`src/logic/status_report_regs.svh`:
```
`ifndef STATUS_REPORT_REGS_SVH
`define STATUS_REPORT_REGS_SVH

// Status byte bit positions
`define SB_ERR_BIT      2
`define SB_EXT_BIT      3
`define SB_RESP_BIT     4
`define SB_STD_BIT      5
`define SB_MSS_BIT      6
// Standard event bit positions
`define SE_OPC_BIT      0
`define SE_QYE_BIT      2
`define SE_DEV_BIT      3
`define SE_EXE_BIT      4
`define SE_SYN_BIT      5
`define SE_PWR_BIT      7
// Bits that always read zero
`define SE_ZERO_MASK    8'h42
`define SB_ZERO_MASK    8'h83
// Reset values
`define ENABLE_RST      8'h00
`define STD_EVT_RST     8'h00

`endif

```
`src/logic/status_report_pkg.sv`:
```
`default_nettype none
package status_report_pkg;
    typedef logic [7:0] byte_t;
    typedef enum logic [2:0] {
        CMD_NONE,
        CMD_WR_SRE,
        CMD_WR_ESE,
        CMD_RD_STB,
        CMD_RD_ESR,
        CMD_RD_SRE,
        CMD_RD_ESE,
        CMD_CLS
    } cmd_e;
endpackage
`default_nettype wire

```
`src/logic/status_enable_reg.sv`:
```
`timescale 1ns/1ps
`default_nettype none
`include "status_report_regs.svh"

// Byte-wide enable mask, writable and readable; reading never alters it
module status_enable_reg #(
    parameter int WIDTH = 8
) (
    input  wire logic             mclk,   // Clock
    input  wire logic             rst_b,  // Async reset, active low
    input  wire logic             wrEn,   // Write strobe
    input  wire logic [WIDTH-1:0] wrData, // Write data
    input  wire logic [WIDTH-1:0] keep,   // Bits that are stored
    output logic      [WIDTH-1:0] value   // Stored mask
);
    logic [WIDTH-1:0] mask_ff;

    always_ff @(posedge mclk or negedge rst_b) begin
        if (!rst_b) begin
            mask_ff <= WIDTH'(`ENABLE_RST);
        end else if (wrEn) begin
            mask_ff <= wrData & keep;
        end
    end

    assign value = mask_ff;
endmodule
`default_nettype wire

```
`src/logic/status_byte_event_reporting.sv`:
```
`timescale 1ns/1ps
`default_nettype none
`include "status_report_regs.svh"

// Notes on behaviour
// RL1 - Each summary gated by its enable mask
// RL2 - Bit 2 follows error queue non-empty
// RL3 - Bit 3 is masked extended event OR
// RL4 - Bit 4 follows response queue non-empty
// RL5 - Bit 5 is masked standard event OR
// RL6 - Bit 6 master summary, enable bit6 ignored
// RL7 - Request flag: set on rise, clear poll/fall
// RL8 - Service request raised when bit 6 sets
// RL9 - Status query returns master summary, no clear
// RL10 - Serial poll shows flag, then clears it
// RL11 - Clear-status clears events and error queue; output queue only after terminator
// RL12 - Power-up event set at restart
// RL13 - Unused event and status bits read zero
// RL14 - Syntax error sets event bit 5
// RL15 - Execution error sets event bit 4
// RL16 - Internal error sets event bit 3
// RL17 - Query error sets event bit 2
// RL18 - Operation complete sets event bit 0
// RL19 - Controller clears enable bit to mask event
// RL20 - Controller clears enable bit to mask request
// RL21 - Event register read returns then clears
// RL22 - Event register cleared by read, clear, restart
// RL23 - Enable registers stored, queries do not alter
module status_byte_event_reporting #(
    parameter int EXT_WIDTH = 16
) (
    input  wire logic                 mclk,                  // 40 MHz clock
    input  wire logic                 rst_b,                 // Restart, active low
    input  wire logic [2:0]           cmdOp,                 // Command, cmd_e
    input  wire logic [7:0]           cmdData,               // Write value
    input  wire logic                 afterTerminator,       // Clear-status follows terminator
    input  wire logic                 serialPoll,            // Serial poll strobe
    input  wire logic                 errorQueueNonempty,    // Error queue holds entries
    input  wire logic                 responsePending,       // Output queue non-empty
    input  wire logic [EXT_WIDTH-1:0] extEvents,             // Extended event register
    input  wire logic [EXT_WIDTH-1:0] extEnable,             // Extended event enable
    input  wire logic                 syntaxErrorEvent,      // Syntax error pulse
    input  wire logic                 executionErrorEvent,   // Execution error pulse
    input  wire logic                 internalErrorEvent,    // Internal error pulse
    input  wire logic                 queryErrorEvent,       // Query error pulse
    input  wire logic                 operationCompleteEvent,// Operation done pulse
    output logic [7:0]                rdData,                // Read answer
    output logic                      rdValid,               // Read answer valid
    output logic                      serviceRequest,        // Request toward controller
    output logic                      clearOutputQueue,      // Output queue clear pulse
    output logic                      clearErrorQueue,       // Error queue clear pulse
    output logic [7:0]                statusByte             // Registered status byte, one cycle behind sources, MASTER_SUMMARY in bit 6
);
    status_report_pkg::cmd_e cmd;
    status_report_pkg::byte_t srEnable;
    status_report_pkg::byte_t seEnable;
    status_report_pkg::byte_t stdEvt_ff;
    status_report_pkg::byte_t nxt_stdEvt;
    status_report_pkg::byte_t evtSet;
    status_report_pkg::byte_t sbNoMss;
    status_report_pkg::byte_t sbFull;
    logic                     extSummary;
    logic                     stdSummary;
    logic                     masterSummary;
    logic                     mss_ff;
    logic                     rqs_ff;
    logic                     pwrUp_ff;
    logic [7:0]               rdData_ff;
    logic                     rdValid_ff;
    logic                     srq_ff;
    logic                     clrOut_ff;
    logic                     clrErr_ff;
    logic [7:0]               sb_ff;

    assign cmd = status_report_pkg::cmd_e'(cmdOp);

    status_enable_reg #(
        .WIDTH (8)
    ) u_sre (
        .mclk   (mclk),
        .rst_b  (rst_b),
        .wrEn   (cmd == status_report_pkg::CMD_WR_SRE),
        .wrData (cmdData),
        .keep   (~(8'h01 << `SB_MSS_BIT)), // RL6
        .value  (srEnable)                 // RL23
    );

    status_enable_reg #(
        .WIDTH (8)
    ) u_ese (
        .mclk   (mclk),
        .rst_b  (rst_b),
        .wrEn   (cmd == status_report_pkg::CMD_WR_ESE),
        .wrData (cmdData),
        .keep   (8'hff),
        .value  (seEnable)                 // RL23
    );

    // Event sources mapped to their bit positions
    always_comb begin
        evtSet = 8'h00;
        evtSet[`SE_SYN_BIT] = syntaxErrorEvent;       // RL14
        evtSet[`SE_EXE_BIT] = executionErrorEvent;    // RL15
        evtSet[`SE_DEV_BIT] = internalErrorEvent;     // RL16
        evtSet[`SE_QYE_BIT] = queryErrorEvent;        // RL17
        evtSet[`SE_OPC_BIT] = operationCompleteEvent; // RL18
        evtSet[`SE_PWR_BIT] = pwrUp_ff;               // RL12
    end

    // Power-up marker, set during restart, cleared on the first edge after restart release
    always_ff @(posedge mclk or negedge rst_b) begin
        if (!rst_b) begin
            pwrUp_ff <= 1'b1; // RL12
        end else begin
            pwrUp_ff <= 1'b0;
        end
    end

    // Clears by read or clear-status; a new event in the same cycle wins
    always_comb begin
        nxt_stdEvt = stdEvt_ff;
        if (cmd == status_report_pkg::CMD_RD_ESR || cmd == status_report_pkg::CMD_CLS) begin
            nxt_stdEvt = 8'h00; // RL21 RL22 RL11
        end
        nxt_stdEvt = (nxt_stdEvt | evtSet) & ~`SE_ZERO_MASK; // RL13
    end

    always_ff @(posedge mclk or negedge rst_b) begin
        if (!rst_b) begin
            stdEvt_ff <= `STD_EVT_RST; // RL22
        end else begin
            stdEvt_ff <= nxt_stdEvt;
        end
    end

    assign extSummary = |(extEvents & extEnable); // RL3 RL1
    assign stdSummary = |(stdEvt_ff & seEnable);  // RL5 RL1

    always_comb begin
        sbNoMss = 8'h00;
        sbNoMss[`SB_ERR_BIT]  = errorQueueNonempty; // RL2
        sbNoMss[`SB_EXT_BIT]  = extSummary;
        sbNoMss[`SB_RESP_BIT] = responsePending;    // RL4
        sbNoMss[`SB_STD_BIT]  = stdSummary;
        sbNoMss = sbNoMss & ~`SB_ZERO_MASK;         // RL13
    end

    assign masterSummary = |(sbNoMss & srEnable); // RL6 RL1

    always_comb begin
        sbFull = sbNoMss;
        sbFull[`SB_MSS_BIT] = masterSummary; // RL9
    end

    // Request flag: rise sets, poll or fall clears; a rise beats a poll
    always_ff @(posedge mclk or negedge rst_b) begin
        if (!rst_b) begin
            mss_ff <= 1'b0;
            rqs_ff <= 1'b0;
        end else begin
            mss_ff <= masterSummary;
            if (masterSummary && !mss_ff) begin
                rqs_ff <= 1'b1;  // RL7
            end else if (!masterSummary || serialPoll) begin
                rqs_ff <= 1'b0;  // RL7 RL10
            end
        end
    end

    // Service request line follows the request flag
    always_ff @(posedge mclk or negedge rst_b) begin
        if (!rst_b) begin
            srq_ff <= 1'b0;
        end else begin
            srq_ff <= (masterSummary && !mss_ff) || (rqs_ff && masterSummary && !serialPoll); // RL8
        end
    end

    // Read answers, registered one cycle after the command
    always_ff @(posedge mclk or negedge rst_b) begin
        if (!rst_b) begin
            rdData_ff  <= 8'h00;
            rdValid_ff <= 1'b0;
        end else begin
            rdValid_ff <= 1'b1;
            if (serialPoll) begin
                rdData_ff <= {sbNoMss[7], rqs_ff, sbNoMss[5:0]}; // RL10
            end else begin
                case (cmd)
                    status_report_pkg::CMD_RD_STB: rdData_ff <= sbFull;    // RL9
                    status_report_pkg::CMD_RD_ESR: rdData_ff <= stdEvt_ff; // RL21
                    status_report_pkg::CMD_RD_SRE: rdData_ff <= srEnable;  // RL23
                    status_report_pkg::CMD_RD_ESE: rdData_ff <= seEnable;  // RL23
                    default: begin
                        rdValid_ff <= 1'b0;
                    end
                endcase
            end
        end
    end

    // Queue clears requested by clear-status
    always_ff @(posedge mclk or negedge rst_b) begin
        if (!rst_b) begin
            clrOut_ff <= 1'b0;
            clrErr_ff <= 1'b0;
        end else begin
            clrErr_ff <= (cmd == status_report_pkg::CMD_CLS);
            clrOut_ff <= (cmd == status_report_pkg::CMD_CLS) && afterTerminator; // RL11
        end
    end

    always_ff @(posedge mclk or negedge rst_b) begin
        if (!rst_b) begin
            sb_ff <= 8'h00;
        end else begin
            sb_ff <= sbFull;
        end
    end

    assign rdData           = rdData_ff;
    assign rdValid          = rdValid_ff;
    assign serviceRequest   = srq_ff;
    assign clearOutputQueue = clrOut_ff;
    assign clearErrorQueue  = clrErr_ff;
    assign statusByte       = sb_ff;
endmodule
`default_nettype wire

```
`config.mk`:
```
export PLATFORM = sky130hd
export DESIGN_NAME = status_byte_event_reporting
export DESIGN_NICKNAME = d
export VERILOG_FILES = /design/src/logic/status_report_pkg.sv /design/src/logic/status_enable_reg.sv /design/src/logic/status_byte_event_reporting.sv
export VERILOG_INCLUDE_DIRS = /design/src /design/src/logic
export SDC_FILE = /design/constraint.sdc
export NUM_CORES = 1
export LEC_CHECK = 0
export BUFFER_PORTS_ARGS = -buffer_cell sky130_fd_sc_hd__buf_4
export CAP_MARGIN = 20
export CORE_AREA = 2 2 67 69
export DETAILED_ROUTE_END_ITERATION = 8
export DIE_AREA = 0 0 69 71
export PLACE_DENSITY = 0.75
export SLEW_MARGIN = 20
export SYNTH_ARGS = -nofsm -noshare
export SYNTH_HDL_FRONTEND = slang
export SYNTH_SLANG_ARGS = --single-unit
```
`constraint.sdc`:
```
create_clock -name mclk -period 1.5 [get_ports mclk]
set_input_delay 0.15 -clock mclk [delete_from_list [all_inputs] [get_ports mclk]]
set_output_delay 0.15 -clock mclk [all_outputs]
set_load 0.02 [all_outputs]
```
==> summary.md <==
| Metric | Value |
|---|---|
| CP Launch Type | flop |
| Final Cycle Share | 97.7% |
| Relative slew slack | 66.4% |
| Detailed Place HPWL | 3.54 mm |
| Post-synth cell types | 36 |
| Sequential group share of total power | 44.9% |
| Beginning of the critical path | stdEvt_ff[0]$_DFF_PN0_ |
| Grt total ovfl | 0 |
| CTS tree | yes |
| Final nets | 289 |
| Die Footprint | 4900 sq um |
| Die height | 71 um |
| Die Wd | 69 um |
| Layout cells sized above 1 | 50.8% |
| Endpoints failing hold | 0 |
| DRT Pass-1 Iters | 4 |
| Ant diodes | 0 |
| Clock Pin Slew Worst Setup and Hold Paths | 0.07 ns |
| Post-synth EDFFs | 0 |
| Switching pwr | 776 uW |
| Main synth FF type | dfrtp_1 |
| Worst Hold Class | in2reg |
| Vias | 1,556 |
| Mapped Cells | 155 |
| Peak supply drop | 0.681 mV |
| Io pins | 74 |
| Maxcap violations | 0 |
| H-tree depth | 2 |
| Total CTS buffers | 5 |
| CORE AREA | 4200 sq um |
| DR WL/cell | 16.3 um |
| FILL cells | 356 |
| Status | finished clean |
| Comb power frac | 23.0% |
| Clk root buf | clkbuf_8 |
| Seq cells post-synth | 40 |
| Clock sink total | 40 |
| Final Setup Violations | 0 |
| GPL Wtd Cong | 0.793 |
| Vias in the first global route | 1,615 |
| Routed WL | 4.69 mm |
| First-pass GRT wire length | 7.67 mm |
| Slew Viols, Final | 0 |
| Max clock buf depth | 2 |
| Initial Util | 45.5% |
| Placement row count | 24 |
| Placed inst area | 2470 sq um |
| Final Util | 63.8% |
| Post-route ant nets | 0 |
| Critical Path RT | 1.68 ns |
| Minimum clock period | 1.47 ns |
| Max Clk Rate | 682 MHz |
| Clock Power Share | 32.1% |
| Setup CP Type | reg2reg |
| P&R area growth vs syn | 40.1% |
| Synth warn | 0 |
| Vias per cell | 5.40 |
| Reg2Reg Launch Point | stdEvt_ff[0]$_DFF_PN0_ |
| CP arrival | 1.64 ns |
| Seq/Total Area, Yosys | 52.4% |
| DR iter-0 viols | 119 |
| Setup crit end kind | flop |
| Area occupied by registers | 1000 sq um |
| Largest net degree at the start of global routing | 41 |
| Switching share of power | 26.2% |
| Final Power | 2970 uW |
| # DRC | 0 |
| Worst hold start | syntaxErrorEvent |
| Worst path slowest cell | dfrtp_1 |
| Worst Clk Skew | 0.00442 ns |
| Pwr dens | 1110 nW/um^2 |
| Cell Chain, Critical Path | a22oi_2 > nand3_1 > a222oi_1 > a21boi_4 > a221oi_2 |
| Gr usage total | 20.1% |
| Synth Cell Area | 1910 sq um |
| Area of the multi-input gates | 842 sq um |
| Leakage | 0.00122 uW |
| Unrepaired setup endpoints after global routing | yes |
| Worst Path Max Fanout | 4 |
| Worst-Margin Slew | 0.505 ns |
| Final instance area | 2680 sq um |
| Worst-Skew Late Latency | 0.30 ns |
| Mean Syn Cell Area | 12.4 sq um |
| CP max stage delay | 0.41 ns |
| Initial antenna violation count | 0 |
| Port bufs | 70 |
| P_int | 2190 uW |
| Post-synth ARST share | 100% |
==> what timing repair did <==
action / 4_1_cts / 5_1_grt
hold buffers: 3 / 0
pin swaps: 2 / 2
setup buffers: 4 / 0
hold endpoints to repair: 41 / 0
endpoints found under the setup margin: 4 / 4
gates resized for setup: 1 / 3
==> cells by family (layout without fill, tap and decap cells) <==
| family | count (synthesis) | after routing | share of synthesized area [%] |
|---|---|---|---|
| AOI/OAI and AO/OA | 43 | 43 | 17.6 |
| muxes | 20 | 20 | 14.7 |
| DFF | 40 | 40 | 52.4 |
| buffers and inverters | 15 | 93 | 5.42 |
| other | 1 | 4 | 0.196 |
| and+or+nand+nor | 35 | 35 | 9.22 |
| xor gates and xnor gates | 1 | 1 | 0.458 |
==> cell usage in the layout, fill, tap and decap left out, types with 6 or more instances in the layout <==
master    Yosys  routed
nor2_1       13      13
a21oi_1       6       6
nand2_1       9       9
dfrtp_1      39      39
a21o_1        6       6
buf_4         5      78
clkbuf_8      0       7
mux2_2       15      15
==> synth_stat cells, types with 2 or more instances <==
master | number | share of area [%]
buf_4 | 5 | 2.0
a22o_1 | 4 | 1.8
and2_1 | 2 | 0.65
a221oi_2 | 5 | 3.9
nand2_1 | 9 | 1.8
nand2b_1 | 2 | 0.65
dfrtp_1 | 39 | 51
inv_1 | 3 | 0.59
o21ai_0 | 5 | 1.3
o22ai_1 | 2 | 0.65
a21o_1 | 6 | 2.4
a22oi_1 | 8 | 3.1
buf_2 | 4 | 1.0
nor2_1 | 13 | 2.5
mux2_2 | 15 | 8.8
a21oi_1 | 6 | 1.6
mux4_2 | 5 | 5.9
nor2b_1 | 3 | 0.98
o21ai_1 | 2 | 0.52
==> through the flow <==
stage	hold WS [ns]	TNS (ns)	cells	setup WS, ns
2_1_floorplan	-0.146	0	158	0.167
3_3_place_gp	0.151	0	273	0.0213
3_5_place_dp	0.155	-0.0212	273	-0.0137
4_1_cts	0.0210	-0.00144	288	-0.00131
5_1_grt	0.0216	-0.267	288	-0.0769
6_report	0.0322	0	288	0.0340
==> worst max-delay path, delay by kind of cell (launching register included) <==
kind             cells  cell delay [ns]
AND/OR/NAND/NOR      1             0.11
flip-flops           1             0.41
AO/OA/AOI/OAI        4             0.82
==> registers in the layout (all words and copies together) (netlist names) <==
register,flops
rdData,8
u_sre.value,7
rdValid,1
clearOutputQueue,1
serviceRequest,1
clearErrorQueue,1
statusByte,5
u_ese.value,8
pwrUp_ff,1
stdEvt_ff,6
rqs_ff,1
==> power by group through the flow <==
stage | Sequential, uW | Clock, uW | Combinational, uW
after floorplan | 1360 | 0 | 341
after global placement | 1330 | 0 | 637
after detailed placement | 1340 | 0 | 651
after CTS | 1320 | 977 | 676
after global routing | 1350 | 1020 | 740
final | 1330 | 952 | 681
==> per-layer routing <==
layer | share of wire (%) | vias up | track usage, %
met1 | 39 | 762 | 24.4
met5 | 0 | - | 0
met4 | 2.9 | 0 | 9.80
met2 | 53 | 56 | 33.2
li1 | - | 723 | -
met3 | 5.3 | 15 | 5.56
==> layout make-up <==
class                           instances  area share [%]
Clock buffer                            7            3.59
Clock inverter                          1            1.12
Inverter                                3           0.420
Multi-Input combinational cell        103            31.4
Sequential cell                        40            37.4
Tap cell                               52            2.43
Timing Repair Buffer                   82            23.7
==> path summary, 6_finish.rpt <==
check | endpoint | cells past startpoint | slack, ns
min in group asynchronous | rdData[0]$_DFFE_PN0P_ | 2 | 0.37
max in group asynchronous | pwrUp_ff$_DFF_PN1_ | 2 | 0.78
worst min register to register | rdData[3]$_DFFE_PN0P_ | 2 | 0.50
worst min-delay path | stdEvt_ff[5]$_DFF_PN0_ | 2 | 0.03
worst max-delay path | rdData[6]$_DFFE_PN0P_ | 5 | 0.03
worst max register to register | rdData[6]$_DFFE_PN0P_ | 5 | 0.03
No activity file was read; power rests on OpenSTA's default activity.
